[config.mk]
export PLATFORM = sky130hd
export DESIGN_NAME = pmic_interrupt_flags
export DESIGN_NICKNAME = d
export VERILOG_FILES = /design/src/pmic_flags_pkg.sv /design/src/pmic_interrupt_flags.sv /design/src/short_filter.sv /design/src/event_flags.sv
export SDC_FILE = /design/constraint.sdc
export NUM_CORES = 1
export LEC_CHECK = 0
export BUFFER_PORTS_ARGS = -buffer_cell sky130_fd_sc_hd__buf_4
export CAP_MARGIN = 15
export CORE_ASPECT_RATIO = 1.4
export CORE_MARGIN = 5
export CORE_UTILIZATION = 45
export DETAILED_ROUTE_END_ITERATION = 10
export HOLD_SLACK_MARGIN = 0.12
export SYNTH_ARGS = -nofsm -noshare
export SYNTH_HDL_FRONTEND = slang
export SYNTH_HIERARCHICAL = 1
export SYNTH_SLANG_ARGS = --single-unit
[constraint.sdc]
create_clock -name mclk_i -period 1.9 [get_ports mclk_i]
set_input_delay 0.38 -clock mclk_i [delete_from_list [all_inputs] [get_ports mclk_i]]
set_output_delay 0.38 -clock mclk_i [all_outputs]
set_load 0.01 [all_outputs]
[src/pmic_flags_pkg.sv]
`default_nettype none
package pmic_flags_pkg;
	// ******************************
	// Register map
	// ******************************
	localparam logic [7:0] TOP_FLAGS_ADDR = 8'h19;
	localparam logic [7:0] RESET_FLAGS_ADDR = 8'h1a;
	localparam logic [7:0] BUCK_FLAGS_ADDR = 8'h1b;
	localparam logic [7:0] LINEAR_FLAGS_ADDR = 8'h1c;
	localparam logic [7:0] FLAG_RESET_VALUE = 8'h00;
	localparam logic [7:0] UNMAPPED_READ_VALUE = 8'h00;

	// ******************************
	// Top flag register fields
	// ******************************
	localparam int POWER_GOOD_LOST_BIT = 7;
	localparam int LINEAR_SUMMARY_BIT = 6;
	localparam int BUCK_SUMMARY_BIT = 5;
	localparam int SYNC_CLOCK_BIT = 4;
	localparam int THERMAL_SHUTDOWN_BIT = 3;
	localparam int THERMAL_WARNING_BIT = 2;
	localparam int INPUT_OVERVOLTAGE_BIT = 1;
	localparam int LOAD_MEAS_DONE_BIT = 0;
	localparam logic [7:0] TOP_W1C_MASK = 8'h9f;

	// ******************************
	// Reset flag register fields
	// ******************************
	localparam int RESET_EVENT_BIT = 0;
	localparam logic [7:0] RESET_W1C_MASK = 8'h01;

	// ******************************
	// Per-regulator flag fields (buck and linear alike)
	// ******************************
	localparam int CONV1_FIELD_BASE = 4;
	localparam int POWER_GOOD_BIT = 2;
	localparam int SHORT_BIT = 1;
	localparam int CURRENT_LIMIT_BIT = 0;
	localparam logic [7:0] CONV_W1C_MASK = 8'h77;
	localparam int REGULATOR_COUNT = 4;

	// ******************************
	// Timing
	// ******************************
	localparam int CLOCK_FREQ_KHZ = 100000;
	localparam int SHORT_TIME_MS = 1;
	localparam int SHORT_CYCLES = SHORT_TIME_MS * CLOCK_FREQ_KHZ;
	localparam int SHORT_TIMER_WIDTH = 17;
endpackage
`default_nettype wire

[src/pmic_interrupt_flags.sv]
`default_nettype none
// How it works
// - Power-good pin falling from active to inactive sets top bit 7.
// - Top bit 6 reads 1 while any linear regulator flag is pending.
// - Top bit 6 drops by itself once the linear flag register is zero.
// - Top bit 5 summarises the buck flag register, clearing when it is zero.
// - Sync clock appearing or disappearing sets top bit 4.
// - Thermal shutdown sets bit 3, turns regulators off, drives outputs low.
// - While the thermal shutdown flag is set no regulator may be enabled.
// - Thermal warning sets top bit 2 and shuts nothing down.
// - Input over-voltage sets bit 1, turns regulators off, drives outputs low.
// - A new load-current result sets top bit 0.
// - Supply undervoltage or software reset sets reset flag, restores defaults, restarts.
// - Buck power-good events set buck bits 6 and 2.
// - Buck short held longer than 1 ms sets buck bits 5 and 1.
// - Buck current limit activity sets buck bits 4 and 0.
// - Flags reset to zero; writing 1 clears, writing 0 leaves them.
// - Linear flag register mirrors buck layout and clearing.
module pmic_interrupt_flags
	import pmic_flags_pkg::*;
#(
	parameter int SHORT_LIMIT_CYCLES = pmic_flags_pkg::SHORT_CYCLES
) (
	// Clock and reset
	input wire logic mclk_i,
	input wire logic rst_i,
	// Register port behind the serial interface
	input wire logic [7:0] reg_addr_i,
	input wire logic reg_wr_i,
	input wire logic [7:0] reg_wdata_i,
	input wire logic reg_rd_i,
	output logic [7:0] reg_rdata_o,
	// Monitored conditions
	input wire logic power_good_pin_i,
	input wire logic sync_clk_present_i,
	input wire logic thermal_shutdown_live_i,
	input wire logic thermal_warning_live_i,
	input wire logic overvoltage_live_i,
	input wire logic load_meas_done_i,
	input wire logic analog_supply_low_i,
	input wire logic software_reset_bit_i,
	// Per regulator: 0 buck0, 1 buck1, 2 linear0, 3 linear1
	input wire logic [REGULATOR_COUNT-1:0] conv_power_good_event_i,
	input wire logic [REGULATOR_COUNT-1:0] conv_below_short_i,
	input wire logic [REGULATOR_COUNT-1:0] conv_current_limit_i,
	// Enables requested by the rest of the device, and their gated results
	input wire logic [REGULATOR_COUNT-1:0] regulator_en_req_i,
	input wire logic general_output_a_req_i,
	input wire logic general_output_b_req_i,
	output logic [REGULATOR_COUNT-1:0] regulator_en_o,
	output logic general_output_a_o,
	output logic general_output_b_o,
	output logic restart_o
);
	import pmic_flags_pkg::*;

	function automatic logic rise(input logic now, input logic was);
		return now & ~was;
	endfunction

	function automatic logic addr_hit(input logic [7:0] addr, input logic [7:0] target);
		return addr == target;
	endfunction

	// ******************************
	// Condition history
	// ******************************
	logic armed_reg;
	logic pg_prev_reg;
	logic sync_prev_reg;
	logic tsd_prev_reg;
	logic warn_prev_reg;
	logic ovp_prev_reg;
	logic uv_prev_reg;

	// History is meaningless in the first cycle after reset, hence the arm bit
	always_ff @(posedge mclk_i) begin
		if (rst_i) begin
			armed_reg <= 1'b0;
			pg_prev_reg <= 1'b0;
			sync_prev_reg <= 1'b0;
			tsd_prev_reg <= 1'b0;
			warn_prev_reg <= 1'b0;
			ovp_prev_reg <= 1'b0;
			uv_prev_reg <= 1'b0;
		end else begin
			armed_reg <= 1'b1;
			pg_prev_reg <= power_good_pin_i;
			sync_prev_reg <= sync_clk_present_i;
			tsd_prev_reg <= thermal_shutdown_live_i;
			warn_prev_reg <= thermal_warning_live_i;
			ovp_prev_reg <= overvoltage_live_i;
			uv_prev_reg <= analog_supply_low_i;
		end
	end

	// ******************************
	// Event detection
	// ******************************
	wire power_good_lost_evt = armed_reg && rise(pg_prev_reg, power_good_pin_i);
	wire sync_change_evt = armed_reg && (sync_clk_present_i != sync_prev_reg);
	wire thermal_shutdown_evt = rise(thermal_shutdown_live_i, tsd_prev_reg);
	wire thermal_warning_evt = rise(thermal_warning_live_i, warn_prev_reg);
	wire overvoltage_evt = rise(overvoltage_live_i, ovp_prev_reg);
	wire supply_low_evt = rise(analog_supply_low_i, uv_prev_reg);
	wire restart_evt = supply_low_evt || software_reset_bit_i;

	// ******************************
	// Address decode
	// ******************************
	// Writes and reads share one decode so they always agree on the map
	wire top_sel = addr_hit(reg_addr_i, TOP_FLAGS_ADDR);
	wire reset_sel = addr_hit(reg_addr_i, RESET_FLAGS_ADDR);
	wire buck_sel = addr_hit(reg_addr_i, BUCK_FLAGS_ADDR);
	wire linear_sel = addr_hit(reg_addr_i, LINEAR_FLAGS_ADDR);

	// ******************************
	// Register writes
	// ******************************
	wire top_wr = reg_wr_i && top_sel;
	wire reset_wr = reg_wr_i && reset_sel;
	wire buck_wr = reg_wr_i && buck_sel;
	wire linear_wr = reg_wr_i && linear_sel;
	// Ones clear, zeros and read-only or reserved bits are left alone
	wire [7:0] top_clear = top_wr ? (reg_wdata_i & TOP_W1C_MASK) : 8'h00;
	wire [7:0] reset_clear = reset_wr ? (reg_wdata_i & RESET_W1C_MASK) : 8'h00;
	wire [7:0] buck_clear = buck_wr ? (reg_wdata_i & CONV_W1C_MASK) : 8'h00;
	wire [7:0] linear_clear = linear_wr ? (reg_wdata_i & CONV_W1C_MASK) : 8'h00;

	// ******************************
	// Per-regulator events
	// ******************************
	logic [3*REGULATOR_COUNT-1:0] conv_events;

	genvar n;
	generate
		for (n = 0; n < REGULATOR_COUNT; n++) begin : gen_conv
			logic short_long;
			short_filter #(
				.LIMIT(SHORT_TIMER_WIDTH'(SHORT_LIMIT_CYCLES))
			) u_short (
				.mclk_i(mclk_i),
				.rst_i(rst_i),
				.below_i(conv_below_short_i[n]),
				.long_o(short_long)
			);
			assign conv_events[3*n+POWER_GOOD_BIT] = conv_power_good_event_i[n];
			assign conv_events[3*n+SHORT_BIT] = short_long;
			assign conv_events[3*n+CURRENT_LIMIT_BIT] = conv_current_limit_i[n];
		end
	endgenerate

	// Bits 7 and 3 stay reserved in both regulator registers
	wire [7:0] buck_set = {1'b0, conv_events[5:3], 1'b0, conv_events[2:0]};
	wire [7:0] linear_set = {1'b0, conv_events[11:9], 1'b0, conv_events[8:6]};

	// ******************************
	// Flag banks
	// ******************************
	logic [7:0] top_latched;
	logic [7:0] reset_flags;
	logic [7:0] buck_flags;
	logic [7:0] linear_flags;
	logic [7:0] top_set;

	always_comb begin
		top_set = 8'h00;
		top_set[POWER_GOOD_LOST_BIT] = power_good_lost_evt;
		top_set[SYNC_CLOCK_BIT] = sync_change_evt;
		top_set[THERMAL_SHUTDOWN_BIT] = thermal_shutdown_evt;
		top_set[THERMAL_WARNING_BIT] = thermal_warning_evt;
		top_set[INPUT_OVERVOLTAGE_BIT] = overvoltage_evt;
		top_set[LOAD_MEAS_DONE_BIT] = load_meas_done_i;
	end

	// A restart wipes the other banks but itself leaves the reset flag set
	event_flags u_top (
		.mclk_i(mclk_i),
		.rst_i(rst_i),
		.restore_i(restart_evt),
		.set_i(top_set),
		.clear_i(top_clear),
		.flags_o(top_latched)
	);
	event_flags u_reset (
		.mclk_i(mclk_i),
		.rst_i(rst_i),
		.restore_i(1'b0),
		.set_i({7'h00, restart_evt}),
		.clear_i(reset_clear),
		.flags_o(reset_flags)
	);
	event_flags u_buck (
		.mclk_i(mclk_i),
		.rst_i(rst_i),
		.restore_i(restart_evt),
		.set_i(buck_set),
		.clear_i(buck_clear),
		.flags_o(buck_flags)
	);
	event_flags u_linear (
		.mclk_i(mclk_i),
		.rst_i(rst_i),
		.restore_i(restart_evt),
		.set_i(linear_set),
		.clear_i(linear_clear),
		.flags_o(linear_flags)
	);

	// ******************************
	// Summary bits
	// ******************************
	// Summaries are pure functions of the banks, so they fall with the last clear
	wire linear_pending = |linear_flags;
	wire buck_pending = |buck_flags;
	wire [7:0] top_view = {top_latched[7], linear_pending, buck_pending, top_latched[4:0]};

	// ******************************
	// Shutdown hold
	// ******************************
	logic shutdown_hold_reg;

	// Hold lasts until every regulator enable request is withdrawn; a level request
	// left high would otherwise re-enable straight into the fault
	wire shutdown_hold_next = thermal_shutdown_evt || overvoltage_evt || restart_evt ||
		(shutdown_hold_reg && (|regulator_en_req_i));
	wire enable_blocked = shutdown_hold_next || top_latched[THERMAL_SHUTDOWN_BIT];

	always_ff @(posedge mclk_i) begin
		if (rst_i) begin
			shutdown_hold_reg <= 1'b0;
		end else begin
			shutdown_hold_reg <= shutdown_hold_next;
		end
	end

	// ******************************
	// Restart pulse
	// ******************************
	logic restart_reg;

	always_ff @(posedge mclk_i) begin
		if (rst_i) begin
			restart_reg <= 1'b0;
		end else begin
			restart_reg <= restart_evt;
		end
	end

	// ******************************
	// Regulator and output gating
	// ******************************
	logic [REGULATOR_COUNT-1:0] regulator_en_reg;
	logic [REGULATOR_COUNT-1:0] regulator_en_next;
	logic general_output_a_reg;
	logic general_output_b_reg;

	genvar r;
	generate
		for (r = 0; r < REGULATOR_COUNT; r++) begin : gen_gate
			assign regulator_en_next[r] = regulator_en_req_i[r] && !enable_blocked;
		end
	endgenerate
	wire general_output_a_next = general_output_a_req_i && !shutdown_hold_next;
	wire general_output_b_next = general_output_b_req_i && !shutdown_hold_next;

	always_ff @(posedge mclk_i) begin
		if (rst_i) begin
			regulator_en_reg <= '0;
			general_output_a_reg <= 1'b0;
			general_output_b_reg <= 1'b0;
		end else begin
			regulator_en_reg <= regulator_en_next;
			general_output_a_reg <= general_output_a_next;
			general_output_b_reg <= general_output_b_next;
		end
	end

	assign regulator_en_o = regulator_en_reg;
	assign general_output_a_o = general_output_a_reg;
	assign general_output_b_o = general_output_b_reg;
	assign restart_o = restart_reg;

	// ******************************
	// Register reads
	// ******************************
	logic [7:0] rdata_reg;
	// Reading only samples; no flag is touched by it
	wire [7:0] read_select = top_sel ? top_view :
		reset_sel ? reset_flags :
		buck_sel ? buck_flags :
		linear_sel ? linear_flags : UNMAPPED_READ_VALUE;

	always_ff @(posedge mclk_i) begin
		if (rst_i) begin
			rdata_reg <= 8'h00;
		end else if (reg_rd_i) begin
			rdata_reg <= read_select;
		end
	end

	assign reg_rdata_o = rdata_reg;
endmodule
`default_nettype wire

[src/short_filter.sv]
`default_nettype none
module short_filter
	import pmic_flags_pkg::*;
#(
	parameter logic [SHORT_TIMER_WIDTH-1:0] LIMIT = SHORT_TIMER_WIDTH'(SHORT_CYCLES)
) (
	// Clock and reset
	input wire logic mclk_i,
	input wire logic rst_i,
	// Comparator level and qualified result
	input wire logic below_i,
	output logic long_o
);
	logic [SHORT_TIMER_WIDTH-1:0] count_reg;
	logic [SHORT_TIMER_WIDTH-1:0] count_next;

	// Saturates so a lasting short keeps reporting instead of wrapping
	assign count_next = !below_i ? '0 :
		(count_reg == LIMIT) ? count_reg : count_reg + 1'b1;
	assign long_o = below_i && (count_reg == LIMIT);

	always_ff @(posedge mclk_i) begin
		if (rst_i) begin
			count_reg <= '0;
		end else begin
			count_reg <= count_next;
		end
	end
endmodule
`default_nettype wire

[src/event_flags.sv]
`default_nettype none
module event_flags
	import pmic_flags_pkg::*;
(
	// Clock and reset
	input wire logic mclk_i,
	input wire logic rst_i,
	// Register defaults restore
	input wire logic restore_i,
	// Events and clears
	input wire logic [7:0] set_i,
	input wire logic [7:0] clear_i,
	output logic [7:0] flags_o
);
	logic [7:0] flags_reg;
	logic [7:0] flags_next;

	// Set wins over clear and over restore, so no event is dropped
	assign flags_next = set_i | (restore_i ? FLAG_RESET_VALUE : (flags_reg & ~clear_i));
	assign flags_o = flags_reg;

	always_ff @(posedge mclk_i) begin
		if (rst_i) begin
			flags_reg <= FLAG_RESET_VALUE;
		end else begin
			flags_reg <= flags_next;
		end
	end
endmodule
`default_nettype wire

==> results of run 1 <==
per-layer routing:
metal	global-route usage	wire (um)	up-vias
li1	-	-	2482
met1	0.210	5830	2327
met2	0.318	7070	89
met3	0.0402	425	19
met4	0.0614	206	0
met5	0	0	-
layout make-up:
cell class	count	area (sq um)
clock buffer	17	425
clock inverter	15	178
fill	1188	5630
inverter	53	199
multi-input combinational	492	3320
sequential	121	2420
tap	178	223
timing repair buffer	72	541
cells in the final DEF (no fill, tap or decap), types with 5 or more instances in the layout:
master        n
a21o_1        8
a21oi_1      51
a31o_2        8
a31oi_1       8
a32oi_1       8
a41o_1        8
and2_1       20
and3_1        5
buf_4        72
clkbuf_16    17
clkinvlp_4    5
conb_1       30
dfxtp_1     121
ha_1          8
inv_1        53
nand2_1      38
nand2b_1     13
nand3_1       9
nand3_4       8
nand3b_1     13
nor2_1       68
nor2b_1      11
nor3_1       14
nor4_1       14
nor4_4        9
nor4b_1       5
nor4bb_1     13
o21ai_0       8
o31ai_1       8
or3b_1       30
or4_1         5
xnor2_1      28
xor2_1        9
power by group through the flow:
stage,Clock [uW],Combinational [uW],Sequential (uW)
2_1_floorplan,0,215,2670
3_3_place_gp,0,358,2680
3_5_place_dp,0,365,2690
4_1_cts,3320,366,2630
5_1_grt,3450,408,2640
6_report,3240,364,2630
worst max-delay path, stage by stage (launching register included):
cell and delay, ns:
dfxtp_1 0.40, ha_1 0.25, nand2_2 0.14, nor4_4 0.44
a31oi_1 0.14, a41o_1 0.21
worst max-delay path by stage:
stage / from / endpoint / cells past startpoint / slack (ns)
floorplan: reg_addr_i[5] / u_buck/flags_o[0] / 5 / 0.24
detailed placement: reg_addr_i[5] / u_buck/flags_o[0] / 6 / -0.04
global placement: reg_addr_i[5] / u_buck/flags_o[0] / 6 / -0.005
finish: gen_conv[2].u_short/count_reg[0] / gen_conv[2].u_short/count_reg[14] / 5 / 0.21
global route: gen_conv[3].u_short/count_reg[0] / u_linear/flags_o[5] / 7 / 0.07
CTS: gen_conv[2].u_short/count_reg[0] / gen_conv[2].u_short/count_reg[14] / 5 / 0.20
through the flow:
stage | hold slack (ns) | cells | TNS, ns | setup WS, ns | util
after global routing | 0.187 | 948 | 0 | 0.0696 | 0.565
final | 0.186 | 948 | 0 | 0.209 | 0.565
after detailed placement | 0.449 | 916 | -0.188 | -0.0396 | 0.519
after global placement | 0.447 | 916 | -0.0175 | -0.00508 | 0.519
after CTS | 0.175 | 948 | 0 | 0.204 | 0.565
after floorplan | 0.452 | 686 | 0 | 0.237 | -
==> flow_metrics.py, run 1 <==
metrics = {
    "floorplanning": {
        "die_x_um": 107,
        "start_util": 0.460,
        "die_y_um": 146,
        "fp.dieArea_sq_um": 15700,
        "core_sq_um": 12900,
        "fp-row-count": 49,
        "io_pins": 61,
    },
    "timing": {
        "timing.fmax_mhz": 591,
        "finalHoldViolations": 0,
        "clock-skew-final_ns": 0.0105,
        "fin_crit_ns": 1.69,
        "finalCritPeriodShare": 0.890,
        "rsz0062_at_grt": "no",
        "final-max-slew-violation-count": 0,
        "setup_viol": 0,
    },
    "run_status": {
        "status": "completed",
    },
    "final_layout": {
        "layout-drive-gt1-share": 0.192,
        "syn_to_final_growth_pct": 22.8,
        "largest_reg_flops": 68,
        "antennaDiodeCount": 0,
        "final_area_sq_um": 7310,
        "nets": 811,
    },
    "critical_path": {
        "worst_r2r_path_depth": 5,
        "cp.required_ns": 2.20,
        "worstPathArrival_ns": 1.99,
        "crit_fanout": 5,
        "cp-start-kind": "register",
        "timing.rr.start": "gen_conv[2].u_short/count_reg[0]",
        "crit_type": "register to register",
        "r2r_end": "gen_conv[2].u_short/count_reg[14]",
        "end_kind": "register",
        "r2r_setup_slack_ns": 0.21,
    },
    "place": {
        "place_hpwl_mm": 9.97,
        "gp_congestion": 0.822,
        "placed_area_sq_um": 6710,
        "io_buffers": 60,
    },
    "synth": {
        "synth_cells": 657,
        "syn-cell-area_sq_um": 5950,
        "yosysWarnings": 6,
        "avgSynthCellArea_sq_um": 9.06,
    },
    "pwr": {
        "combPwrFrac": 0.058,
        "p_seq_frac": 0.422,
        "intPower_uw": 4830,
        "p_switching_uw": 1400,
        "p_sw_frac": 0.225,
        "powerDensity_nw_per_um2": 852,
        "max-vdd-ir-drop_v": 0.000518,
        "power.leakage_uw": 0.00288,
        "clockPowerShare": 0.519,
        "total_power_uw": 6230,
    },
    "global_route": {
        "grt_pass1_vias": 4939,
        "grt_max_degree": 25,
        "antenna_found_initial": 0,
        "grt_use_total": 0.179,
        "grt_pass1_wl_mm": 23.0,
        "grt_overflow_total": 0,
    },
    "drt": {
        "detail_route.iter0.violations": 185,
        "wirelength_mm": 13.5,
        "first_pass_iters": 4,
        "dr_total_vias": 4917,
        "wl_per_cell_um": 14.3,
        "drc": 0,
        "drtAntennaViolNets": 0,
        "vias_per_cell": 5.19,
    },
    "clock_network": {
        "clkTransAtPathRegs_ns": 0.06,
        "worstSkewPairLatency_ns": 0.41,
        "cts_resized": 0,
        "cts_hold_buffers": 0,
        "cts_root_buffer": "clkbuf_16",
        "cts_inserted_buffers": 17,
        "post-cts-setup-buffers": 0,
        "clock_path_buffers": 2,
        "cts_tree": "done",
        "clock-sinks": 121,
        "htreeDepth": 4,
    },
    "hold_path": {
        "whs_path_depth": 2,
        "worstHoldStart": "thermal_shutdown_live_i",
        "hold_class": "primary input to register",
        "worstHoldEndpoint": "tsd_prev_reg",
    },
    "flow_run": {
        "max_cap_violations": 0,
    },
}
(Power assumes the default switching activity.)
==> run 2: changes to the inputs <==
--- a/config.mk
+++ b/config.mk
@@ -5,12 +5,12 @@
 export SDC_FILE = /design/constraint.sdc
 export NUM_CORES = 1
 export LEC_CHECK = 0
-export BUFFER_PORTS_ARGS = -buffer_cell sky130_fd_sc_hd__buf_4
 export CAP_MARGIN = 15
 export CORE_ASPECT_RATIO = 1.4
 export CORE_MARGIN = 5
 export CORE_UTILIZATION = 45
 export DETAILED_ROUTE_END_ITERATION = 10
+export DONT_BUFFER_PORTS = 1
 export HOLD_SLACK_MARGIN = 0.12
 export SYNTH_ARGS = -nofsm -noshare
 export SYNTH_HDL_FRONTEND = slang
==> constraint.sdc (replaced) <==
create_clock -name mclk_i -period 1.7 [get_ports mclk_i]
set_input_delay 0.34 -clock mclk_i [delete_from_list [all_inputs] [get_ports mclk_i]]
set_output_delay 0.34 -clock mclk_i [all_outputs]
set_load 0.01 [all_outputs]
==> flow_metrics.py, run 2 (synthesis gave the netlist of run 1 again) <==
metrics = {
    "run_status": {
        "status": "completed",
    },
    "final_layout": {
        "final_area_sq_um": 7070,
        "fin_util": 0.546,
        "mostFrequentLayoutCells": "dfxtp_1 (121), nor2_1 (68), inv_1 (53)",
        "final_common_cell": "dfxtp_1",
        "antennaDiodeCount": 0,
        "layout-drive-gt1-share": 0.118,
        "largest_reg_flops": 68,
        "syn_to_final_growth_pct": 18.7,
        "nets": 775,
    },
    "place": {
        "placed_area_sq_um": 6260,
        "place_hpwl_mm": 9.53,
        "io_buffers": 0,
        "gp_congestion": 0.829,
    },
    "clock_network": {
        "cts_root_buffer": "clkbuf_16",
        "clock-sinks": 121,
        "worstSkewPairLatency_ns": 0.41,
        "clock_path_buffers": 2,
        "cts_inserted_buffers": 17,
        "htreeDepth": 4,
        "clkTransAtPathRegs_ns": 0.05,
        "cts_tree": "done",
    },
    "timing": {
        "timing.fmax_mhz": 619,
        "rsz0062_at_grt": "no",
        "hold_ws_ns": 0.148,
        "clock-skew-final_ns": 0.00529,
        "slew_headroom": 0.597,
        "finalHoldViolations": 0,
        "setup_viol": 0,
        "finalCritPeriodShare": 0.950,
        "fin_crit_ns": 1.62,
        "final-max-slew-violation-count": 0,
        "worst_pin_slew_ns": 0.603,
        "tns_ns": 0,
    },
    "floorplanning": {
        "core_sq_um": 12900,
        "die_y_um": 146,
        "fp-row-count": 49,
        "fp.dieArea_sq_um": 15700,
        "io_pins": 61,
        "die_x_um": 107,
        "start_util": 0.460,
    },
    "drt": {
        "wl_per_cell_um": 14.8,
        "wirelength_mm": 13.5,
        "first_pass_iters": 4,
        "drtAntennaViolNets": 0,
        "vias_per_cell": 5.23,
        "dr_total_vias": 4750,
        "drc": 0,
        "detail_route.iter0.violations": 168,
    },
    "pwr": {
        "p_switching_uw": 1370,
        "total_power_uw": 6640,
        "combPwrFrac": 0.049,
        "intPower_uw": 5270,
        "powerDensity_nw_per_um2": 940,
        "power.leakage_uw": 0.00269,
        "p_sw_frac": 0.206,
        "clockPowerShare": 0.507,
        "max-vdd-ir-drop_v": 0.000574,
        "p_seq_frac": 0.444,
    },
    "global_route": {
        "grt_pass1_vias": 4847,
        "grt_overflow_total": 0,
        "grt_use_total": 0.180,
        "antenna_found_initial": 0,
        "grt_max_degree": 43,
        "grt_pass1_wl_mm": 22.7,
    },
    "critical_path": {
        "crit_type": "register to register",
        "cp-start-kind": "register",
        "critPathSlowestCell": "dfxtp_1",
        "worstPathArrival_ns": 1.90,
        "r2r_setup_slack_ns": 0.08,
        "crit_fanout": 4,
        "cp_top_family": "simple AND/OR/NAND/NOR gates",
        "worst_r2r_path_depth": 6,
        "slowest_delay_ns": 0.41,
        "r2r_end": "gen_conv[2].u_short/count_reg[10]",
        "cp.buffers_inverters": 1,
        "end_kind": "register",
        "crit_chain": "ha_1 > nand2_2 > buf_4 > nor4_1 > xnor2_1 > nor2_1",
        "cp.required_ns": 1.98,
        "timing.rr.start": "gen_conv[2].u_short/count_reg[0]",
    },
    "hold_path": {
        "worstHoldStart": "conv_below_short_i[3]",
        "whs_path_depth": 4,
        "hold_class": "primary input to register",
        "worstHoldEndpoint": "u_linear/flags_o[5]",
    },
    "flow_run": {
        "max_cap_violations": 0,
    },
}
-- run 2: cell types whose count changed in the layout (fill, tap and decap cells not counted), moves of 2 or more --
cell           change
clkinv_4           -3
dlygate4sd3_1     +21
clkbuf_1           +4
bufinv_16          -2
clkinv_2           -2
buf_4             -58
clkbuf_8           +6
clkinvlp_4         -5
-- run 2: worst register-to-register path, cell delays in order, from the launching register on --
cell and delay (ns):
dfxtp_1 0.41, ha_1 0.26, nand2_2 0.10, buf_4 0.16
nor4_1 0.35, xnor2_1 0.17, nor2_1 0.05
-- run 2: area by class of cell --
class | count | area [sq um]
Fill cell | 1209 | 5870
Clock buffer | 27 | 523
Timing Repair Buffer | 36 | 335
Multi-Input combinational cell | 492 | 3330
Tap cell | 178 | 223
Clock inverter | 2 | 35.0
Inverter | 53 | 199
Sequential cell | 121 | 2420
-- run 2: how the worst max path moves through the flow --
stage / startpoint / cells after the start / end / slack, ns
after global placement: reg_addr_i[5] / 5 / u_buck/flags_o[6] / -0.03
after CTS: gen_conv[2].u_short/count_reg[0] / 5 / gen_conv[2].u_short/count_reg[14] / 0.03
after global routing: gen_conv[2].u_short/count_reg[0] / 5 / gen_conv[2].u_short/count_reg[14] / 0.003
after detailed placement: reg_addr_i[5] / 5 / u_buck/flags_o[5] / -0.07
after floorplan: reg_addr_i[5] / 5 / u_buck/flags_o[0] / 0.08
final: gen_conv[2].u_short/count_reg[0] / 6 / gen_conv[2].u_short/count_reg[10] / 0.08
-- run 2: metrics by stage --
stage	worst slack (ns)	cells
6_report	0.0848	909
5_1_grt	0.00278	909
4_1_cts	0.0306	907
3_5_place_dp	-0.0680	856
3_3_place_gp	-0.0327	856
2_1_floorplan	0.0775	686
-- run 2: what timing repair did --
item | CTS | global route
gates resized for setup | 0 | 2
hold buffers | 22 | 0
endpoints found under the hold margin | 44 | 0
buffers inserted | 0 | 2
setup endpoints to repair | 0 | 15
-- run 2: power by group through the flow --
stage               logic [uW]  clock network, uW  registers [uW]
floorplan                  240                  0            2990
global placement           255                  0            3000
detailed placement         264                  0            3000
CTS                        325               3460            2950
global route               367               3620            2950
finish                     326               3370            2950
-- run 2: layer usage --
metal  wire length, um  vias up  global-route usage
li1                  -     2404                   -
met1              5680     2244               0.198
met2              6960       81               0.318
met3               573       21              0.0521
met4               282        0              0.0761
met5                 0        -                   0
==> run 3: changes to the inputs <==
--- a/config.mk
+++ b/config.mk
@@ -14,5 +14,4 @@
 export HOLD_SLACK_MARGIN = 0.12
 export SYNTH_ARGS = -nofsm -noshare
 export SYNTH_HDL_FRONTEND = slang
-export SYNTH_HIERARCHICAL = 1
 export SYNTH_SLANG_ARGS = --single-unit
==> flow_metrics.py, run 3 <==
metrics = {
    "clock_network": {
        "clock-sinks": 110,
        "clock_path_buffers": 2,
        "worstSkewPairLatency_ns": 0.34,
        "htreeDepth": 3,
        "cts_inserted_buffers": 9,
        "cts_tree": "done",
        "post-cts-setup-buffers": 0,
        "clkTransAtPathRegs_ns": 0.07,
        "cts_root_buffer": "clkbuf_16",
    },
    "critical_path": {
        "slowest_delay_ns": 0.50,
        "cp-start-kind": "register",
        "crit_type": "register to register",
        "crit_fanout": 8,
        "end_kind": "register",
        "cp.required_ns": 1.96,
        "worstPathArrival_ns": 1.81,
        "crit_chain": "and4_1 > nand3_4 > or4_1 > a21oi_1",
        "critPathSlowestCell": "or4_1",
    },
    "synth": {
        "netlist.area_leader.share": 0.440,
        "yosysUniqueCellTypes": 60,
        "synth_cells": 563,
        "synth_area_leaders": "dfxtp_1 (44%), nor2_1 (5.5%), xnor2_1 (5.1%), nand4_1 (3.0%), nand3_1 (2.9%)",
        "avgSynthCellArea_sq_um": 8.89,
        "ys_seq_area_frac": 0.440,
        "ys.flop_type": "dfxtp_1",
        "synthMostInstantiatedCell": "dfxtp_1",
        "synth_commonest_cells": "dfxtp_1 (110), nor2_1 (74), nand2_1 (37), nand3_1 (29), xnor2_1 (29)",
        "yosysWarnings": 0,
        "synth_area_leader_cell": "dfxtp_1",
        "syn-num-nets": 617,
        "syn-cell-area_sq_um": 5010,
        "ys_ff_latch": 110,
        "postSynth.asyncResetShare": 0,
        "synth_edf_count": 0,
    },
    "final_layout": {
        "nets": 646,
        "syn_to_final_growth_pct": 13.8,
        "mostFrequentLayoutCells": "dfxtp_1 (110), nor2_1 (74), nand2_1 (37)",
        "largest_reg_flops": 68,
        "layout-drive-gt1-share": 0.0822,
        "fin_cells": 737,
        "antennaDiodeCount": 0,
        "multiInputGateArea_sq_um": 2640,
        "seqCellArea_sq_um": 2200,
        "final_common_cell": "dfxtp_1",
        "fillers": 1008,
        "fin_util": 0.524,
    },
    "floorplanning": {
        "start_util": 0.461,
        "io_pins": 61,
        "die_y_um": 135,
        "fp-row-count": 45,
        "die_x_um": 99.2,
        "fp.dieArea_sq_um": 13400,
        "core_sq_um": 10900,
    },
    "run_status": {
        "status": "completed",
    },
    "global_route": {
        "grt_pass1_vias": 4128,
        "grt_use_total": 0.172,
        "grt_overflow_total": 0,
        "antenna_found_initial": 0,
        "grt_max_degree": 18,
        "grt_pass1_wl_mm": 19.1,
    },
    "timing": {
        "setup_viol": 0,
        "slew_headroom": 0.540,
        "fin_crit_ns": 1.55,
        "worst_pin_slew_ns": 0.690,
        "rsz0062_at_grt": "yes",
        "timing.fmax_mhz": 647,
        "finalCritPeriodShare": 0.909,
        "finalHoldViolations": 0,
        "clock-skew-final_ns": 0.00689,
        "final-max-slew-violation-count": 0,
    },
    "drt": {
        "drc": 0,
        "vias_per_cell": 5.50,
        "dr_total_vias": 4057,
        "first_pass_iters": 4,
        "drtAntennaViolNets": 0,
        "wl_per_cell_um": 15.0,
        "wirelength_mm": 11.1,
        "detail_route.iter0.violations": 104,
    },
    "pwr": {
        "powerDensity_nw_per_um2": 883,
        "max-vdd-ir-drop_v": 0.000511,
        "power.leakage_uw": 0.00188,
    },
    "place": {
        "gp_congestion": 0.836,
        "io_buffers": 0,
        "place_hpwl_mm": 8.28,
        "dp.cells": 707,
    },
    "hold_path": {
        "hold_class": "primary input to register",
    },
    "flow_run": {
        "max_cap_violations": 0,
    },
}
==> run 3: layer usage <==
layer / vias up / part of all wire / track usage
met5: - / 0 / 0
met4: 0 / 0.013 / 0.0683
met3: 10 / 0.037 / 0.0295
met2: 68 / 0.53 / 0.312
met1: 1907 / 0.42 / 0.199
li1: 2072 / - / -
==> run 3: area by class of cell <==
type,instances,share of cell area
multi-input combinational,414,0.464
clock inverter,4,0.0127
tap,141,0.0310
clock buffer,11,0.0408
inverter,25,0.0165
timing repair buffer,32,0.0487
sequential,110,0.386
==> run 3: worst paths after layout <==
check        slack, ns  cells past startpoint                                 to                              start
min               0.13                      1                      sync_prev_reg                 sync_clk_present_i
max               0.15                      4  gen_conv[2].u_short.count_reg[16]   gen_conv[2].u_short.count_reg[2]
min reg2reg       0.47                      2  gen_conv[3].u_short.count_reg[16]  gen_conv[3].u_short.count_reg[16]
max reg2reg       0.15                      4  gen_conv[2].u_short.count_reg[16]   gen_conv[2].u_short.count_reg[2]
==> run 3: logic make-up after synthesis <==
family | after synthesis | share of synthesized area
xor+xnor | 45 | 0.0787
mux | 5 | 0.0100
buf+inv | 39 | 0.0335
flops | 110 | 0.440
fa+ha+maj | 8 | 0.0200
compound gates | 77 | 0.101
simple gates | 279 | 0.317
==> run 3: what timing repair did <==
action / in CTS / in global routing
hold endpoints to repair: 26 / 0
hold buffers: 15 / 0
setup endpoints to repair: 0 / 3
resized for setup: 0 / 1
==> run 3: power by group <==
part	internal [uW]	leakage, uW	switching [uW]	total (uW)
Clock	1280	0.000146	884	2170
Combinational	99.4	0.000841	111	210
Sequential	2620	0.000894	34.8	2660
Total	4000	0.00188	1030	5030
==> run 3: critical path, delay by kind of cell (launching register included) <==
family / cells / cell delay [ns]
AND/OR/NAND/NOR: 3 / 0.88
flip-flops: 1 / 0.45
AO/OA/AOI/OAI: 1 / 0.15
==> run 3: metrics by stage <==
step / area [sq um] / worst slack (ns) / setup TNS (ns) / hold slack, ns / power [uW]
floorplan: 5010 / 0.175 / 0 / 0.439 / 2850
global placement: 5240 / 0.0624 / 0 / 0.416 / 2890
detailed placement: 5240 / 0.0563 / 0 / 0.416 / 2900
CTS: 5690 / 0.139 / 0 / 0.122 / 5110
global route: 5700 / -0.0392 / -0.0721 / 0.136 / 5220
finish: 5700 / 0.154 / 0 / 0.132 / 5030
